==> config.mk <==
export PLATFORM = sky130hd
export DESIGN_NAME = spx_master
export DESIGN_NICKNAME = d
export VERILOG_FILES = /design/src/logic/spx_pkg.sv /design/src/logic/spx_master.sv /design/src/logic/spx_sync.sv /design/src/logic/spx_tick.sv
export SDC_FILE = /design/constraint.sdc
export NUM_CORES = 1
export LEC_CHECK = 0
export ABC_AREA = 1
export BUFFER_PORTS_ARGS = -buffer_cell sky130_fd_sc_hd__buf_2
export CORE_MARGIN = 1.5
export CORE_UTILIZATION = 50
export CTS_CLUSTER_DIAMETER = 200
export DETAILED_ROUTE_END_ITERATION = 8
export PLACE_DENSITY = 0.77
export SYNTH_ARGS = -nofsm -noshare
export SYNTH_HDL_FRONTEND = slang
export SYNTH_HIERARCHICAL = 1
export SYNTH_SLANG_ARGS = --single-unit
==> constraint.sdc <==
create_clock -name i_clk -period 11.4 [get_ports i_clk]
set_clock_uncertainty 0.1 [all_clocks]
set_input_delay 2.28 -clock i_clk [delete_from_list [all_inputs] [get_ports i_clk]]
set_output_delay 2.28 -clock i_clk [all_outputs]
set_load 0.02 [all_outputs]
==> src/logic/spx_pkg.sv <==
package spx_pkg;

  // ****************************************
  // timing
  // ****************************************
  localparam int CLK_HZ      = 40_000_000;
  localparam int SCLK_MIN_HZ = 1_000_000;
  localparam int SCLK_MAX_HZ = 8_000_000;
  // half periods of the serial clock, in bus clock cycles
  localparam int HALF_MIN_INT =
    (CLK_HZ + 2 * SCLK_MAX_HZ - 1) / (2 * SCLK_MAX_HZ);
  localparam int HALF_MAX_INT = CLK_HZ / (2 * SCLK_MIN_HZ);
  localparam logic [7:0] HALF_MIN = 8'(HALF_MIN_INT);
  localparam logic [7:0] HALF_MAX = 8'(HALF_MAX_INT);

  // ****************************************
  // register indices, byte address = index * 4
  // ****************************************
  localparam logic [11:0] CTRL_IDX  = 12'hCA8;
  localparam logic [11:0] STAT_IDX  = 12'hCA9;
  localparam logic [11:0] DATA0_IDX = 12'hCAA;
  localparam logic [11:0] DATA1_IDX = 12'hCAB;
  localparam logic [11:0] DATA2_IDX = 12'hCAC;
  localparam logic [11:0] DATA3_IDX = 12'hCAD;
  localparam logic [11:0] ISTAT_IDX = 12'hCB0;
  localparam logic [11:0] IMASK_IDX = 12'hCB1;
  localparam logic [11:0] DIV_IDX   = 12'hCB2;

  // ****************************************
  // fields
  // ****************************************
  localparam int CTRL_POL_BIT  = 7;
  localparam int CTRL_EDGE_BIT = 6;
  localparam int CTRL_LEN_LSB  = 4;
  localparam int CTRL_MAN_BIT  = 3;
  localparam int CTRL_SEL_LSB  = 0;
  localparam logic [7:0] CTRL_RST = 8'h00;
  localparam logic [7:0] DIV_RST  = HALF_MAX;
  localparam int ST_BUSY_BIT = 0;
  localparam int ST_IRQ_BIT  = 1;
  localparam int EV_DONE_BIT = 0;
  localparam int EV_PIRQ_BIT = 1;
  localparam logic [1:0] EV_RST = 2'h0;
  localparam logic [2:0] SEL_NONE = 3'h0;
  localparam logic [2:0] SEL_LAST = 3'h4;

  typedef enum logic [1:0] {
    LEN_8, LEN_16, LEN_24, LEN_32
  } spx_len_type;

  typedef enum logic [1:0] {
    ST_IDLE, ST_LEAD, ST_RUN, ST_TAIL
  } spx_state_type;

endpackage

==> src/logic/spx_master.sv <==
`timescale 1ns/1ps
`default_nettype none

// Behaviour
// - only this master drives the serial clock line.
// - every transfer is started by the master, on a write of data byte 3.
// - MISO is data in to the master, MOSI is data out from it.
// - four separate chip-select outputs address up to four peripherals.
// - the peripheral interrupt line is an input of the master.
// - software picks the serial clock between 1 MHz and about 6.7 MHz.
// - the serial clock is an integer division of the bus clock.
// - all four clock modes come from idle level and sample edge.
// - control bit 7 sets the clock idle level, 0 low and 1 high.
// - control bit 6 picks the sample edge, 0 rising and 1 falling.
// - control bits 5-4 set the frame length, 00 8 bits, 01 16 bits.
// - control bit 3 picks automatic (0) or software (1) chip select.
// - control bits 2-0 pick the select, 000 none, 001-100 selects 0-3.
module spx_master (
  input  wire logic        i_clk,
  input  wire logic        i_rst,
  input  wire logic        i_psel,
  input  wire logic        i_penable,
  input  wire logic        i_pwrite,
  input  wire logic [13:0] i_paddr,
  input  wire logic [31:0] i_pwdata,
  output logic      [31:0] o_prdata,
  output logic             o_pready,
  output logic             o_pslverr,
  output logic             o_sclk,
  output logic             o_mosi,
  input  wire logic        i_miso,
  output logic             o_peripheral_select_0_n,
  output logic             o_peripheral_select_1_n,
  output logic             o_peripheral_select_2_n,
  output logic             o_peripheral_select_3_n,
  input  wire logic        i_peripheral_irq_n,
  output logic             o_irq
);

  typedef struct packed {
    spx_pkg::spx_state_type st;
    logic [7:0]  ctrl;
    logic [7:0]  half;
    logic [31:0] tx;
    logic [31:0] rx;
    logic [6:0]  edges;
    logic        sclk;
    logic        mosi;
    logic [3:0]  cs_n;
    logic [1:0]  ev;
    logic [1:0]  mask;
    logic        irq;
    logic        pirq_prev;
    logic        pready;
    logic        pslverr;
    logic [31:0] prdata;
  } spx_master_type;

  spx_master_type s_q;
  spx_master_type s_d;

  logic        miso_s;
  logic        pirq_n_s;
  logic        tick;
  logic        access;
  logic        wr;
  logic        hit;
  logic [11:0] idx;
  logic [31:0] rdata;
  logic [1:0]  len;
  logic [2:0]  sel;
  logic        sel_ok;
  logic        busy;
  logic        sample;
  logic        pirq;
  logic [1:0]  ev_set;
  logic [1:0]  ev_clr;
  logic [7:0]  wbyte;

  // ****************************************
  // pin inputs
  // ****************************************
  spx_sync #(.RST_VAL(1'b0)) u_miso_sync (
    .i_clk   (i_clk),
    .i_rst   (i_rst),
    .i_async (i_miso),
    .o_sync  (miso_s)
  );

  spx_sync #(.RST_VAL(1'b1)) u_pirq_sync (
    .i_clk   (i_clk),
    .i_rst   (i_rst),
    .i_async (i_peripheral_irq_n),
    .o_sync  (pirq_n_s)
  );

  spx_tick #(.W(8)) u_tick (
    .i_clk  (i_clk),
    .i_rst  (i_rst),
    .i_run  (s_q.st != spx_pkg::ST_IDLE),
    .i_half (s_q.half),
    .o_tick (tick)
  );

  // ****************************************
  // register read mux
  // ****************************************
  assign idx    = i_paddr[13:2];
  assign access = i_psel & i_penable;
  assign wr     = access & s_q.pready & i_pwrite & ~s_q.pslverr;
  assign len    = s_q.ctrl[spx_pkg::CTRL_LEN_LSB +: 2];
  assign sel    = s_q.ctrl[spx_pkg::CTRL_SEL_LSB +: 3];
  assign sel_ok = (sel != spx_pkg::SEL_NONE) && (sel <= spx_pkg::SEL_LAST);
  assign busy   = s_q.st != spx_pkg::ST_IDLE;
  assign pirq   = ~pirq_n_s;
  assign wbyte  = i_pwdata[7:0];

  always_comb begin
    hit   = i_paddr[1:0] == 2'h0;
    rdata = 32'h0;
    unique case (idx)
      spx_pkg::CTRL_IDX:  rdata[7:0] = s_q.ctrl;
      spx_pkg::STAT_IDX: begin
        rdata[spx_pkg::ST_BUSY_BIT] = busy;
        rdata[spx_pkg::ST_IRQ_BIT]  = pirq;
      end
      spx_pkg::DATA0_IDX: rdata[7:0] = s_q.rx[7:0];
      spx_pkg::DATA1_IDX: rdata[7:0] = s_q.rx[15:8];
      spx_pkg::DATA2_IDX: rdata[7:0] = s_q.rx[23:16];
      spx_pkg::DATA3_IDX: rdata[7:0] = s_q.rx[31:24];
      spx_pkg::ISTAT_IDX: rdata[1:0] = s_q.ev;
      spx_pkg::IMASK_IDX: rdata[1:0] = s_q.mask;
      spx_pkg::DIV_IDX:   rdata[7:0] = s_q.half;
      default:            hit = 1'b0;
    endcase
  end

  // ****************************************
  // next state
  // ****************************************
  always_comb begin
    s_d    = s_q;
    ev_set = 2'h0;
    ev_clr = 2'h0;
    sample = 1'b0;

    // apb: one wait state, answer registered
    s_d.pready  = access & ~s_q.pready;
    s_d.pslverr = access & ~s_q.pready & ~hit;
    if (access && !s_q.pready) begin
      s_d.prdata = hit ? rdata : 32'h0;
    end

    // writes; control and data locked while busy
    if (wr) begin
      unique case (idx)
        spx_pkg::CTRL_IDX: begin
          if (!busy) begin
            s_d.ctrl = wbyte;
          end
        end
        spx_pkg::DATA0_IDX: begin
          if (!busy) begin
            s_d.tx[7:0] = wbyte;
          end
        end
        spx_pkg::DATA1_IDX: begin
          if (!busy) begin
            s_d.tx[15:8] = wbyte;
          end
        end
        spx_pkg::DATA2_IDX: begin
          if (!busy) begin
            s_d.tx[23:16] = wbyte;
          end
        end
        spx_pkg::DATA3_IDX: begin
          if (!busy) begin
            s_d.tx[31:24] = wbyte;
            // start only with a valid select
            if (sel_ok) begin
              s_d.st    = spx_pkg::ST_LEAD;
              s_d.edges = 7'h00;
              s_d.mosi  = wbyte[7];
            end
          end
        end
        spx_pkg::ISTAT_IDX: ev_clr = i_pwdata[1:0];
        spx_pkg::IMASK_IDX: s_d.mask = i_pwdata[1:0];
        spx_pkg::DIV_IDX: begin
          if (wbyte < spx_pkg::HALF_MIN) begin
            s_d.half = spx_pkg::HALF_MIN;
          end else if (wbyte > spx_pkg::HALF_MAX) begin
            s_d.half = spx_pkg::HALF_MAX;
          end else begin
            s_d.half = wbyte;
          end
        end
        default: ;
      endcase
    end

    // serial engine
    unique case (s_q.st)
      spx_pkg::ST_IDLE: begin
        s_d.sclk = s_d.ctrl[spx_pkg::CTRL_POL_BIT];
      end
      spx_pkg::ST_LEAD: begin
        if (tick) begin
          s_d.st = spx_pkg::ST_RUN;
        end
      end
      spx_pkg::ST_RUN: begin
        if (tick) begin
          s_d.sclk  = ~s_q.sclk;
          s_d.edges = s_q.edges + 7'h01;
          // sample when the new level matches the chosen edge
          sample = s_d.sclk == ~s_q.ctrl[spx_pkg::CTRL_EDGE_BIT];
          if (sample) begin
            s_d.rx = {s_q.rx[30:0], miso_s};
          end else if (s_q.edges != 7'h00) begin
            s_d.tx   = {s_q.tx[30:0], 1'b0};
            s_d.mosi = s_q.tx[30];
          end
          if (s_d.edges == {3'(len) + 3'h1, 4'h0}) begin
            s_d.st = spx_pkg::ST_TAIL;
          end
        end
      end
      spx_pkg::ST_TAIL: begin
        if (tick) begin
          s_d.st = spx_pkg::ST_IDLE;
          ev_set[spx_pkg::EV_DONE_BIT] = 1'b1;
          // align the received frame to the most significant bits
          unique case (spx_pkg::spx_len_type'(len))
            spx_pkg::LEN_8:  s_d.rx = {s_q.rx[7:0], 24'h0};
            spx_pkg::LEN_16: s_d.rx = {s_q.rx[15:0], 16'h0};
            spx_pkg::LEN_24: s_d.rx = {s_q.rx[23:0], 8'h0};
            spx_pkg::LEN_32: s_d.rx = s_q.rx;
          endcase
        end
      end
    endcase

    // chip selects from next state
    s_d.cs_n = 4'hF;
    if (s_d.ctrl[spx_pkg::CTRL_SEL_LSB +: 3] != spx_pkg::SEL_NONE &&
        s_d.ctrl[spx_pkg::CTRL_SEL_LSB +: 3] <= spx_pkg::SEL_LAST &&
        (s_d.ctrl[spx_pkg::CTRL_MAN_BIT] ||
         s_d.st != spx_pkg::ST_IDLE)) begin
      s_d.cs_n = ~(4'h1 << (s_d.ctrl[1:0] - 2'h1));
    end

    // peripheral interrupt event, set wins over clear
    s_d.pirq_prev = pirq;
    ev_set[spx_pkg::EV_PIRQ_BIT] = pirq & ~s_q.pirq_prev;
    s_d.ev  = (s_q.ev & ~ev_clr) | ev_set;
    s_d.irq = |(s_d.ev & s_d.mask);
  end

  always_ff @(posedge i_clk or posedge i_rst) begin
    if (i_rst) begin
      s_q      <= '0;
      s_q.st   <= spx_pkg::ST_IDLE;
      s_q.ctrl <= spx_pkg::CTRL_RST;
      s_q.half <= spx_pkg::DIV_RST;
      s_q.cs_n <= 4'hF;
      s_q.ev   <= spx_pkg::EV_RST;
      s_q.mask <= spx_pkg::EV_RST;
    end else begin
      s_q <= s_d;
    end
  end

  // ****************************************
  // outputs
  // ****************************************
  assign o_prdata  = s_q.prdata;
  assign o_pready  = s_q.pready;
  assign o_pslverr = s_q.pslverr;
  assign o_sclk    = s_q.sclk;
  assign o_mosi    = s_q.mosi;
  assign o_irq     = s_q.irq;
  assign o_peripheral_select_0_n = s_q.cs_n[0];
  assign o_peripheral_select_1_n = s_q.cs_n[1];
  assign o_peripheral_select_2_n = s_q.cs_n[2];
  assign o_peripheral_select_3_n = s_q.cs_n[3];
endmodule

`default_nettype wire

==> src/logic/spx_sync.sv <==
`timescale 1ns/1ps
`default_nettype none

// ****************************************
// two-flop synchroniser
// ****************************************
module spx_sync #(
  parameter logic RST_VAL = 1'b0
) (
  input  wire logic i_clk,
  input  wire logic i_rst,
  input  wire logic i_async,
  output logic      o_sync
);

  typedef struct packed {
    logic meta;
    logic sync;
  } spx_sync_type;

  spx_sync_type s_q;
  spx_sync_type s_d;

  always_comb begin
    s_d.meta = i_async;
    s_d.sync = s_q.meta;
  end

  always_ff @(posedge i_clk or posedge i_rst) begin
    if (i_rst) begin
      s_q <= '{meta: RST_VAL, sync: RST_VAL};
    end else begin
      s_q <= s_d;
    end
  end

  assign o_sync = s_q.sync;

endmodule

`default_nettype wire

==> src/logic/spx_tick.sv <==
`timescale 1ns/1ps
`default_nettype none

// ****************************************
// half-period tick generator
// ****************************************
module spx_tick #(
  parameter int W = 8
) (
  input  wire logic         i_clk,
  input  wire logic         i_rst,
  input  wire logic         i_run,
  input  wire logic [W-1:0] i_half,
  output logic              o_tick
);

  typedef struct packed {
    logic [W-1:0] cnt;
    logic         tick;
  } spx_tick_type;

  spx_tick_type s_q;
  spx_tick_type s_d;

  // one pulse every i_half cycles while running
  always_comb begin
    s_d      = s_q;
    s_d.tick = 1'b0;
    if (!i_run) begin
      s_d.cnt = '0;
    end else if (s_q.cnt >= i_half - W'(1)) begin
      s_d.cnt  = '0;
      s_d.tick = 1'b1;
    end else begin
      s_d.cnt = s_q.cnt + W'(1);
    end
  end

  always_ff @(posedge i_clk or posedge i_rst) begin
    if (i_rst) begin
      s_q <= '0;
    end else begin
      s_q <= s_d;
    end
  end

  assign o_tick = s_q.tick;

endmodule

`default_nettype wire

==> run_results.csv, run 1 <==
group,metric,value,unit
status,result_of_the_run,"finished clean",
layout,diodes,0,
yosys,post_synthesis_cell_type_with_the_largest_combined_area,"dfrtp_1",
critical_path,critical_path.cell_chain,"buf_2, inv_1, nand3_2, nor2_1, nand2_2, nor3_4, inv_2, nand3_2, nand2_2, nor2_4, nand2_1, nand2_1",
critical_path,path_delay_family,"simple AND/OR/NAND/NOR gates",
clocking,cts_inserted_buffers,17,
clocking,max-clock-path-buffers,2,
die,top_level_ports,94,
clocking,post-cts-setup-buffer-count,0,
layout,flow.area_growth_from_synthesis,10.5,%
yosys,synth_area_leaders,"dfrtp_1 40%, nand2_1 11%, inv_1 7.4%, nor2_1 4.9%, o21ai_0 4.2%",
layout,layout.nets,1051,
critical_path,crit_arrival,4.47,ns
sta,final_min_period_over_clock_period,0.369,
job,max_cap_viol_count,0,
yosys,most_frequent_cells_after_synthesis,"216 x nand2_1, 143 x inv_1, 115 x dfrtp_1",
critical_path,cp-startpoint,"i_paddr[8]",
global_routing,grt_antenna_before_repair,0,
hold_path,hp_class,"register to register",
yosys,netlist_instances,947,
sta,fin_setup_tns,0,ns
die,dieHeight,124,µm
clocking,clock-sinks,123,
clocking,cts.reportedPaths.clkPinSlew,0.05,ns
yosys,synth_sequential_area_ratio,0.425,
sta,whs,0.251,ns
critical_path,worstSetupPathType,"input pin to register",
power_and_ir_drop,power_density_over_cell_area,124,mW/mm²
critical_path,data_required_time_of_the_critical_path,11.66,ns
global_routing,number_of_global_route_vias_before_repair,5736,
clocking,cts.repair.resized,0,
yosys,synth_seq_cells,123,
clocking,holdBufCountCts,0,
global_routing,grt_overflow_total,0,
layout,finish.utilization,0.572,
place,placement.io_buffers,45,
place,placed_cells_incl_taps,1144,
yosys,yosys.cell_count.top_type,"nand2_1",
power_and_ir_drop,vdd.ir_drop.worst,0.116,mV
critical_path,crit-reg2reg-launch,"len[0]",
die,core_area,0.0140,mm²
yosys,synth_area,0.00727,mm²
global_routing,maximum_number_of_pins_on_one_net_before_global_route_repair,65,
detailed_routing,final_antenna_net_count,0,
sta,setup_viol,0,
sta,post-route-min-period,4.21,ns
critical_path,crit_fanout,11,
yosys,synth_edf_count,0,
clocking,cts_tree,"built",
sta,final-max-slew-violation-count,0,
global_routing,global_route_wire_length_before_repair,29100,µm
sta,post-route-worst-setup-slack,7.19,ns
yosys,ys_async_rst_share,1.00,
sta,max_slew.worst_pin.slew,1.12,ns
detailed_routing,drt_wl_total,18300,µm
critical_path,critical_path_buf_inv_count,3,
sta,max_slew_margin,0.256,
yosys,synth_flop_cell,"dfrtp_1",
detailed_routing,detail_route.vias_per_cell,5.47,
die,rows,43,
detailed_routing,wl_per_cell,15.5,µm
global_routing,track_usage,0.251,
clocking,clk_latency,0.42,ns
sta,setup_repair_after_global_routing_missed_its_margin,"no",
yosys,post-synth-top-area-fraction,0.396,
yosys,yosysUniqueCellTypes,47,
die,design.die.area,0.0153,mm²
clocking,clock_tree.root_cell,"clkbuf_16",
place,preCtsSetupSlack,6.86,ns
place,gpl.final_weighted_congestion,0.903,
layout,finish.cell_count_without_fillers,1176,
detailed_routing,drt_iter0_drc,792,
power_and_ir_drop,power.static_leakage,3.87,nW
clocking,htreeDepth,4,
layout,drive_above_1_share,0.140,
critical_path,crit_path_top_delay_cell,"nor2_1",
yosys,ys.warnings.count,6,
critical_path,critical-path-max-stage-delay,0.70,ns
critical_path,setup.worst_path.start_class,"input pin",
sta,max_freq,237,MHz
yosys,per_instance_average_area_after_synthesis,7.67,µm²
critical_path,cp-end-kind,"register",
hold_path,worstHoldStart,"u_miso_sync/s_d[0]",
detailed_routing,drt-pass1-iter-count,8,
place,dp_hpwl,12900,µm
detailed_routing,route.vias.total,6436,
die,floorplan.die.width,124,µm
die,initial_utilization,0.517,
sta,finalHoldViolCount,0,
detailed_routing,drcViolationCount,0,
-- where the power goes --
| part | total [mW] | leakage (nW) | internal [mW] | switching (mW) |
|---|---|---|---|---|
| Combinational | 0.0369 | 2.06 | 0.00664 | 0.0303 |
| Sequential | 0.439 | 1.55 | 0.439 | 0.000691 |
| Clock | 0.518 | 0.268 | 0.319 | 0.200 |
| Total | 0.994 | 3.87 | 0.764 | 0.231 |
-- final cells by class --
type | count | area (µm²)
repair buffers | 47 | 240
inverters | 154 | 582
multi-input cells | 640 | 3330
clock buffers | 19 | 433
clock inverters | 13 | 129
fillers | 1260 | 6010
well taps | 180 | 225
flip-flops and latches | 123 | 3090
-- cell families after synthesis --
group	count (synthesis)	share of synthesized area
other cells	1	0.000516
flops	123	0.425
fa+ha+maj	15	0.0258
xor+xnor	12	0.0145
mux	2	0.00276
buf+inv	207	0.129
compound gates	178	0.145
simple gates	409	0.258
-- routing by layer --
layer,track usage,vias up,share of wire
met3,0.0507,37,0.081
met4,0.109,0,0.028
li1,-,3091,-
met5,0,-,0
met2,0.366,286,0.45
met1,0.361,3022,0.44
-- registers in the layout, summed over array words and instances (netlist names) --
| register | flops |
|---|---|
| s_q | 91 |
| o_prdata | 8 |
| u_tick/s_q | 8 |
| len | 2 |
| o_irq | 1 |
| o_mosi | 1 |
| o_peripheral_select_0_n | 1 |
| o_peripheral_select_1_n | 1 |
| o_peripheral_select_2_n | 1 |
| o_peripheral_select_3_n | 1 |
| o_pready | 1 |
| o_pslverr | 1 |
| o_sclk | 1 |
| u_miso_sync/o_sync | 1 |
| u_miso_sync/s_d | 1 |
| u_pirq_sync/o_sync | 1 |
| u_pirq_sync/s_d | 1 |
| u_tick/o_tick | 1 |
-- worst register-to-register path: stages, from the launching register on --
cell      delay, ns
dfrtp_1        0.45
inv_1          0.13
ha_1           0.45
clkinv_1       0.35
nand3_1        0.71
o22ai_1        0.15
o21ai_0        0.25
o21ai_0        0.12
-- cell usage in the layout (no fill, tap or decap), drive strengths merged, types with 2 or more instances in the layout --
master / Yosys / final
a21oi: 30 / 30
a32o: 3 / 3
o221ai: 8 / 8
o211ai: 2 / 2
o21a: 2 / 2
nor3: 9 / 9
conb: 1 / 24
nand2: 224 / 224
ha: 15 / 15
nor2: 113 / 113
o32ai: 2 / 2
dfstp: 8 / 8
bufinv: 0 / 2
a31oi: 6 / 6
xor2: 7 / 7
dfrtp: 115 / 115
xnor2: 5 / 5
o22ai: 45 / 45
o21ai: 67 / 67
clkinv: 3 / 10
mux2i: 2 / 2
nand3: 50 / 50
a22oi: 9 / 9
buf: 47 / 47
nand4: 12 / 12
clkbuf: 6 / 19
clkinvlp: 0 / 4
inv: 151 / 151
-- path summary, 6_finish.rpt --
path | endpoint | cells past startpoint | slack [ns]
max | o_prdata[4] | 12 | 7.19
min | u_miso_sync/o_sync | 0 | 0.25
max reg2reg | s_q[81] | 7 | 8.52
min reg2reg | u_miso_sync/o_sync | 0 | 0.25
max in group asynchronous | len[0] | 3 | 8.07
min in group asynchronous | u_miso_sync/s_d[0] | 2 | 1.69
-- through the flow --
stage	instance area, µm²	power, mW
after CTS	8030	0.998
final	8030	0.994
after detailed placement	7470	0.484
after floorplan	7350	0.477
after global placement	7470	0.484
after global routing	8030	1.03
Power figures use the tool's default switching activity.
==> run 2: changes to the inputs <==
==> constraint.sdc (replaced) <==
create_clock -name i_clk -period 4.35 [get_ports i_clk]
set_clock_uncertainty 0.1 [all_clocks]
set_input_delay 0.87 -clock i_clk [delete_from_list [all_inputs] [get_ports i_clk]]
set_output_delay 0.87 -clock i_clk [all_outputs]
set_load 0.02 [all_outputs]
==> run 2 against run 1 <==
  * Combinational power increased to 2.6 times the previous value
  * Utilization barely moved
  * Critical path depth decreased by 5
  * First-iteration DRC count down 6.8%
  * Flip-flop and latch count unchanged
  * Die area did not move
  * Non-clock buffer count rose by 2
  * Worst setup slack got worse by 5.7 ns
  * Routed wire length is 0.64% lower
  * Largest cell class unchanged
==> run_results.csv, run 2 (synthesis results as in run 1) <==
group,metric,value,unit
global_routing,maximum_number_of_pins_on_one_net_before_global_route_repair,84,
layout,most_common_cell_after_layout_fill_and_taps_aside,"nand2_1",
job,max_cap_viol_count,0,
critical_path,cp-startpoint,"len[0]",
global_routing,grt_overflow_total,0,
layout,top_register_by_number_of_flip_flops,"s_q",
critical_path,critical_path.cell_chain,"inv_1, ha_1, clkinv_1, nand3_1, o22ai_1, o21ai_0, o21ai_0",
power_and_ir_drop,power_density_over_cell_area,318,mW/mm²
sta,max_slew.worst_pin.slew,1.11,ns
sta,max_freq,344,MHz
die,dieHeight,124,µm
power_and_ir_drop,switching_power,0.649,mW
die,floorplan.die.width,124,µm
clocking,cts.repair.resized,0,
layout,flow.area_growth_from_synthesis,10.4,%
clocking,cts.reportedPaths.clkPinSlew,0.06,ns
detailed_routing,drcViolationCount,0,
place,placed_cells_incl_taps,1146,
layout,largest_reg_flops,91,
critical_path,endpoint,"s_q[81]",
detailed_routing,final_antenna_net_count,0,
global_routing,track_usage,0.252,
power_and_ir_drop,power.switching_fraction,0.254,
global_routing,number_of_global_route_vias_before_repair,5864,
detailed_routing,route.vias.total,6423,
power_and_ir_drop,clockPowerShare,0.511,
critical_path,data_required_time_of_the_critical_path,4.51,ns
critical_path,crit-reg2reg-launch,"len[0]",
power_and_ir_drop,power.static_leakage,3.88,nW
critical_path,critical_path_buf_inv_count,2,
die,initial_utilization,0.517,
critical_path,cp-end-kind,"register",
clocking,max-clock-path-buffers,2,
hold_path,hp_class,"register to register",
clocking,holdBufCountCts,0,
layout,diodes,0,
critical_path,critPathMostFrequentCell,"o21ai_0",
clocking,clock-sinks,123,
power_and_ir_drop,p_total,2.55,mW
critical_path,worstSetupPathType,"register to register",
power_and_ir_drop,vdd.ir_drop.worst,0.286,mV
sta,fin_setup_tns,0,ns
global_routing,global_route_wire_length_before_repair,29200,µm
detailed_routing,drt-pass1-iter-count,5,
detailed_routing,detail_route.vias_per_cell,5.45,
critical_path,setup.worst_path.start_class,"register",
power_and_ir_drop,internal_power,1.90,mW
detailed_routing,drt_wl_total,18200,µm
detailed_routing,wl_per_cell,15.4,µm
clocking,post-cts-setup-buffer-count,0,
place,placement.io_buffers,45,
sta,max_slew_margin,0.258,
die,top_level_ports,94,
clocking,clock_tree.root_cell,"clkbuf_16",
status,result_of_the_run,"finished clean",
layout,finish.cell_count_without_fillers,1178,
global_routing,grt_antenna_before_repair,0,
critical_path,crit_path_top_delay_cell,"nand3_1",
clocking,cts_inserted_buffers,17,
sta,setup_viol,0,
critical_path,worst-r2r-setup-slack,1.44,ns
critical_path,crit_fanout,20,
place,dp_hpwl,13000,µm
layout,drive_above_1_share,0.143,
clocking,clk_latency,0.43,ns
power_and_ir_drop,share_comb_of_total_power,0.038,
place,gpl.final_weighted_congestion,0.893,
critical_path,crit-reg2reg-capture,"s_q[81]",
critical_path,worst-r2r-cell-count,7,
sta,setup_repair_after_global_routing_missed_its_margin,"no",
critical_path,worst-path-stages,7,
die,rows,43,
clocking,htreeDepth,4,
sta,post-route-min-period,2.91,ns
layout,layout.nets,1053,
critical_path,critical-path-max-stage-delay,0.70,ns
detailed_routing,drt_iter0_drc,738,
sta,final-max-slew-violation-count,0,
clocking,cts_tree,"built",
layout,layout_common_cells,"216 x nand2_1, 142 x inv_1, 115 x dfrtp_1",
die,core_area,0.0140,mm²
die,design.die.area,0.0153,mm²
sta,finalHoldViolCount,0,
power_and_ir_drop,share_seq_of_total_power,0.451,
sta,final_min_period_over_clock_period,0.669,
critical_path,crit_arrival,3.07,ns
critical_path,path_delay_family,"simple AND/OR/NAND/NOR gates",
run 2: how the worst min path moves through the flow:
stage | from | to | slack (ns) | cells past startpoint
6_report | u_miso_sync/s_d[0] | u_miso_sync/o_sync | 0.25 | 0
5_1_grt | u_pirq_sync/s_d[0] | u_pirq_sync/o_sync | 0.26 | 0
4_1_cts | i_rst | u_miso_sync/s_d[0] | 0.25 | 2
3_5_place_dp | u_miso_sync/s_d[0] | u_miso_sync/o_sync | 0.24 | 0
3_3_place_gp | u_miso_sync/s_d[0] | u_miso_sync/o_sync | 0.23 | 0
2_1_floorplan | u_miso_sync/s_d[0] | u_miso_sync/o_sync | 0.23 | 0
run 2: area by class of cell:
type | count | area (µm²)
tap | 180 | 225
fill | 1259 | 6020
clock inverter | 15 | 118
inverter | 154 | 582
sequential | 123 | 3090
multi-input combinational | 640 | 3330
clock buffer | 17 | 425
timing repair buffer | 49 | 255
run 2: per-layer routing:
layer	vias to the layer above	wire length (µm)	GRT usage
met3	41	1660	0.0581
li1	3088	-	-
met5	-	0	0
met2	306	8180	0.375
met4	0	488	0.120
met1	2988	7820	0.348
run 2: worst reg2reg max path, delay by kind of cell (launching register included):
family                   cells  cell delay (ns)
adder cells (fa/ha/maj)      1             0.45
AND/OR/NAND/NOR              1             0.70
AO/OA/AOI/OAI                3             0.53
flip-flops                   1             0.46
buffers and inverters        2             0.51
run 2: power groups by stage:
stage	registers, mW	clock network [mW]	logic (mW)
2_1_floorplan	1.17	0	0.0768
3_3_place_gp	1.17	0	0.0973
3_5_place_dp	1.17	0	0.0981
4_1_cts	1.15	1.32	0.0983
5_1_grt	1.15	1.37	0.110
6_report	1.15	1.30	0.0974
run 2: metrics by stage:
stage | utilization | instance area (µm²) | hold slack (ns) | setup WS [ns]
6_report | 0.571 | 8020 | 0.251 | 1.44
5_1_grt | 0.571 | 8020 | 0.263 | 1.37
4_1_cts | 0.571 | 8020 | 0.253 | 1.58
3_5_place_dp | 0.533 | 7480 | 0.239 | 1.45
3_3_place_gp | 0.533 | 7480 | 0.234 | 1.51
2_1_floorplan | - | 7350 | 0.231 | 0.488
==> run 3: changes to the inputs <==
--- a/config.mk
+++ b/config.mk
@@ -11,7 +11,7 @@
 export CORE_UTILIZATION = 50
 export CTS_CLUSTER_DIAMETER = 200
 export DETAILED_ROUTE_END_ITERATION = 8
-export PLACE_DENSITY = 0.77
+export PLACE_DENSITY = 0.79
 export SYNTH_ARGS = -nofsm -noshare
 export SYNTH_HDL_FRONTEND = slang
 export SYNTH_HIERARCHICAL = 1
==> constraint.sdc (replaced) <==
create_clock -name i_clk -period 2.65 [get_ports i_clk]
set_clock_uncertainty 0.1 [all_clocks]
set_input_delay 0.53 -clock i_clk [delete_from_list [all_inputs] [get_ports i_clk]]
set_output_delay 0.53 -clock i_clk [all_outputs]
set_load 0.02 [all_outputs]
==> run 3 against run 2 <==
  * Clock-buffer cell count increased by 8
  * Flip-flop and latch count did not move
  * Worst setup slack got worse by 1.0 ns
  * Utilization up 2.0 points
  * Non-clock buffer count rose by 17
  * Design area increased by 3.4%
  * Maximum frequency grew 29%
  * Register-to-register slack got worse by 1.0 ns
  * Worst hold slack lost 0.14 ns
  * Critical endpoint is now u_tick/o_tick
==> run_results.csv, run 3 (synthesis results as in run 1) <==
group,metric,value,unit
critical_path,worst-r2r-setup-slack,0.40,ns
power_and_ir_drop,power_density_over_cell_area,546,mW/mm²
power_and_ir_drop,vdd.ir_drop.worst,0.441,mV
detailed_routing,final_antenna_net_count,0,
sta,final_min_period_over_clock_period,0.849,
place,placement.io_buffers,45,
hold_path,worstHoldPathCells,1,
layout,nFillCells,1207,
die,design.die.area,0.0153,mm²
critical_path,worstSetupPathType,"register to register",
layout,finish.utilization,0.591,
sta,fin_setup_tns,0,ns
hold_path,worstHoldStart,"i_peripheral_irq_n",
global_routing,maximum_number_of_pins_on_one_net_before_global_route_repair,60,
global_routing,grt_antenna_before_repair,0,
critical_path,crit-reg2reg-launch,"s_q[117]",
critical_path,crit_fanout,4,
place,dp_hpwl,13300,µm
die,rows,43,
die,top_level_ports,94,
layout,most_common_cell_after_layout_fill_and_taps_aside,"nand2_1",
sta,post-route-min-period,2.25,ns
sta,setup_repair_after_global_routing_missed_its_margin,"no",
clocking,cts_tree,"built",
place,place_area,0.00766,mm²
power_and_ir_drop,p_total,4.53,mW
global_routing,global_route_wire_length_before_repair,29700,µm
sta,final-max-slew-violation-count,0,
sta,max_freq,444,MHz
die,dieHeight,124,µm
critical_path,data_required_time_of_the_critical_path,2.87,ns
global_routing,grt_overflow_total,0,
clocking,max-clock-path-buffers,2,
job,max_cap_viol_count,0,
detailed_routing,drt-pass1-iter-count,6,
clocking,clock_tree.root_cell,"clkbuf_16",
power_and_ir_drop,power.static_leakage,4.02,nW
clocking,clk_latency,0.42,ns
detailed_routing,route.vias.total,6500,
sta,setup_viol,0,
status,result_of_the_run,"finished clean",
global_routing,number_of_global_route_vias_before_repair,6045,
critical_path,cp-end-kind,"register",
clocking,post-cts-setup-buffer-count,0,
layout,layout.nets,1070,
layout,drive_above_1_share,0.152,
critical_path,crit_arrival,2.47,ns
detailed_routing,drcViolationCount,0,
global_routing,track_usage,0.257,
layout,diodes,0,
die,core_area,0.0140,mm²
die,floorplan.die.width,124,µm
detailed_routing,drt_wl_total,18500,µm
layout,layout_common_cells,"216 x nand2_1, 142 x inv_1, 115 x dfrtp_1",
place,gpl.final_weighted_congestion,0.950,
layout,largest_reg_flops,91,
sta,finalHoldViolCount,0,
sta,max_slew_margin,0.630,
clocking,holdBufCountCts,1,
critical_path,setup.worst_path.start_class,"register",
clocking,cts.repair.resized,0,
hold_path,whs_endpoint,"u_pirq_sync/s_d[0]",
detailed_routing,detail_route.vias_per_cell,5.44,
layout,flow.area_growth_from_synthesis,14.2,%
hold_path,hp_class,"input pin to register",
clocking,clock-sinks,123,
detailed_routing,wl_per_cell,15.5,µm
critical_path,crit-reg2reg-capture,"u_tick/o_tick",
die,initial_utilization,0.517,
clocking,cts_inserted_buffers,17,
critical_path,worst-r2r-cell-count,11,
clocking,cts.reportedPaths.clkPinSlew,0.05,ns
layout,top_register_by_number_of_flip_flops,"s_q",
detailed_routing,drt_iter0_drc,707,
sta,max_slew.worst_pin.slew,0.556,ns
layout,final_cell_area,0.00830,mm²
clocking,htreeDepth,4,
run 3: how the worst max path moves through the flow:
stage                from            end  depth (start not counted)
2_1_floorplan    s_q[117]  u_tick/s_q[3]                         12
3_3_place_gp   i_paddr[8]          o_irq                         11
3_5_place_dp   i_paddr[8]       s_q[104]                         11
4_1_cts          s_q[117]  u_tick/o_tick                         11
5_1_grt          s_q[117]  u_tick/o_tick                         11
6_report         s_q[117]  u_tick/o_tick                         11
run 3: stage by stage:
stage | setup WS (ns) | instances | hold slack [ns]
finish | 0.400 | 1195 | 0.109
global route | 0.240 | 1195 | 0.0938
CTS | 0.442 | 1195 | 0.0986
detailed placement | 0.345 | 1162 | 0.236
global placement | 0.358 | 1162 | 0.232
floorplan | 0.669 | 970 | 0.171
run 3: power breakdown:
group          leakage, nW  internal, mW  total [mW]  switching [mW]
clock                0.301          1.65        2.47           0.828
combinational         2.17        0.0363       0.169           0.133
sequential            1.55          1.89        1.89         0.00283
total                 4.02          3.57        4.53           0.964
run 3: area by class of cell:
| class | count | area, µm² | area share |
|---|---|---|---|
| clock buffer | 25 | 485 | 0.0585 |
| clock inverter | 7 | 138 | 0.0166 |
| inverter | 154 | 583 | 0.0703 |
| multi-input combinational | 640 | 3330 | 0.401 |
| sequential | 123 | 3090 | 0.372 |
| tap | 180 | 225 | 0.0271 |
| timing repair buffer | 66 | 448 | 0.0540 |
run 3: worst max-delay path, stage by stage (launching register included):
cell and delay [ns]:
dfrtp_1 0.42, inv_1 0.15, ha_1 0.21, nand2_1 0.10
nor3_2 0.13, xor2_1 0.16, inv_1 0.06, ha_1 0.26
nand2_1 0.06, nor2_1 0.18, nor2_4 0.06, a21boi_0 0.24
run 3: per-layer routing:
| layer | GRT usage | up-vias | wire [µm] |
|---|---|---|---|
| li1 | - | 3125 | - |
| met1 | 0.336 | 3060 | 8030 |
| met2 | 0.403 | 270 | 8700 |
| met3 | 0.0673 | 45 | 1310 |
| met4 | 0.110 | 0 | 500 |
| met5 | 0 | - | 0 |
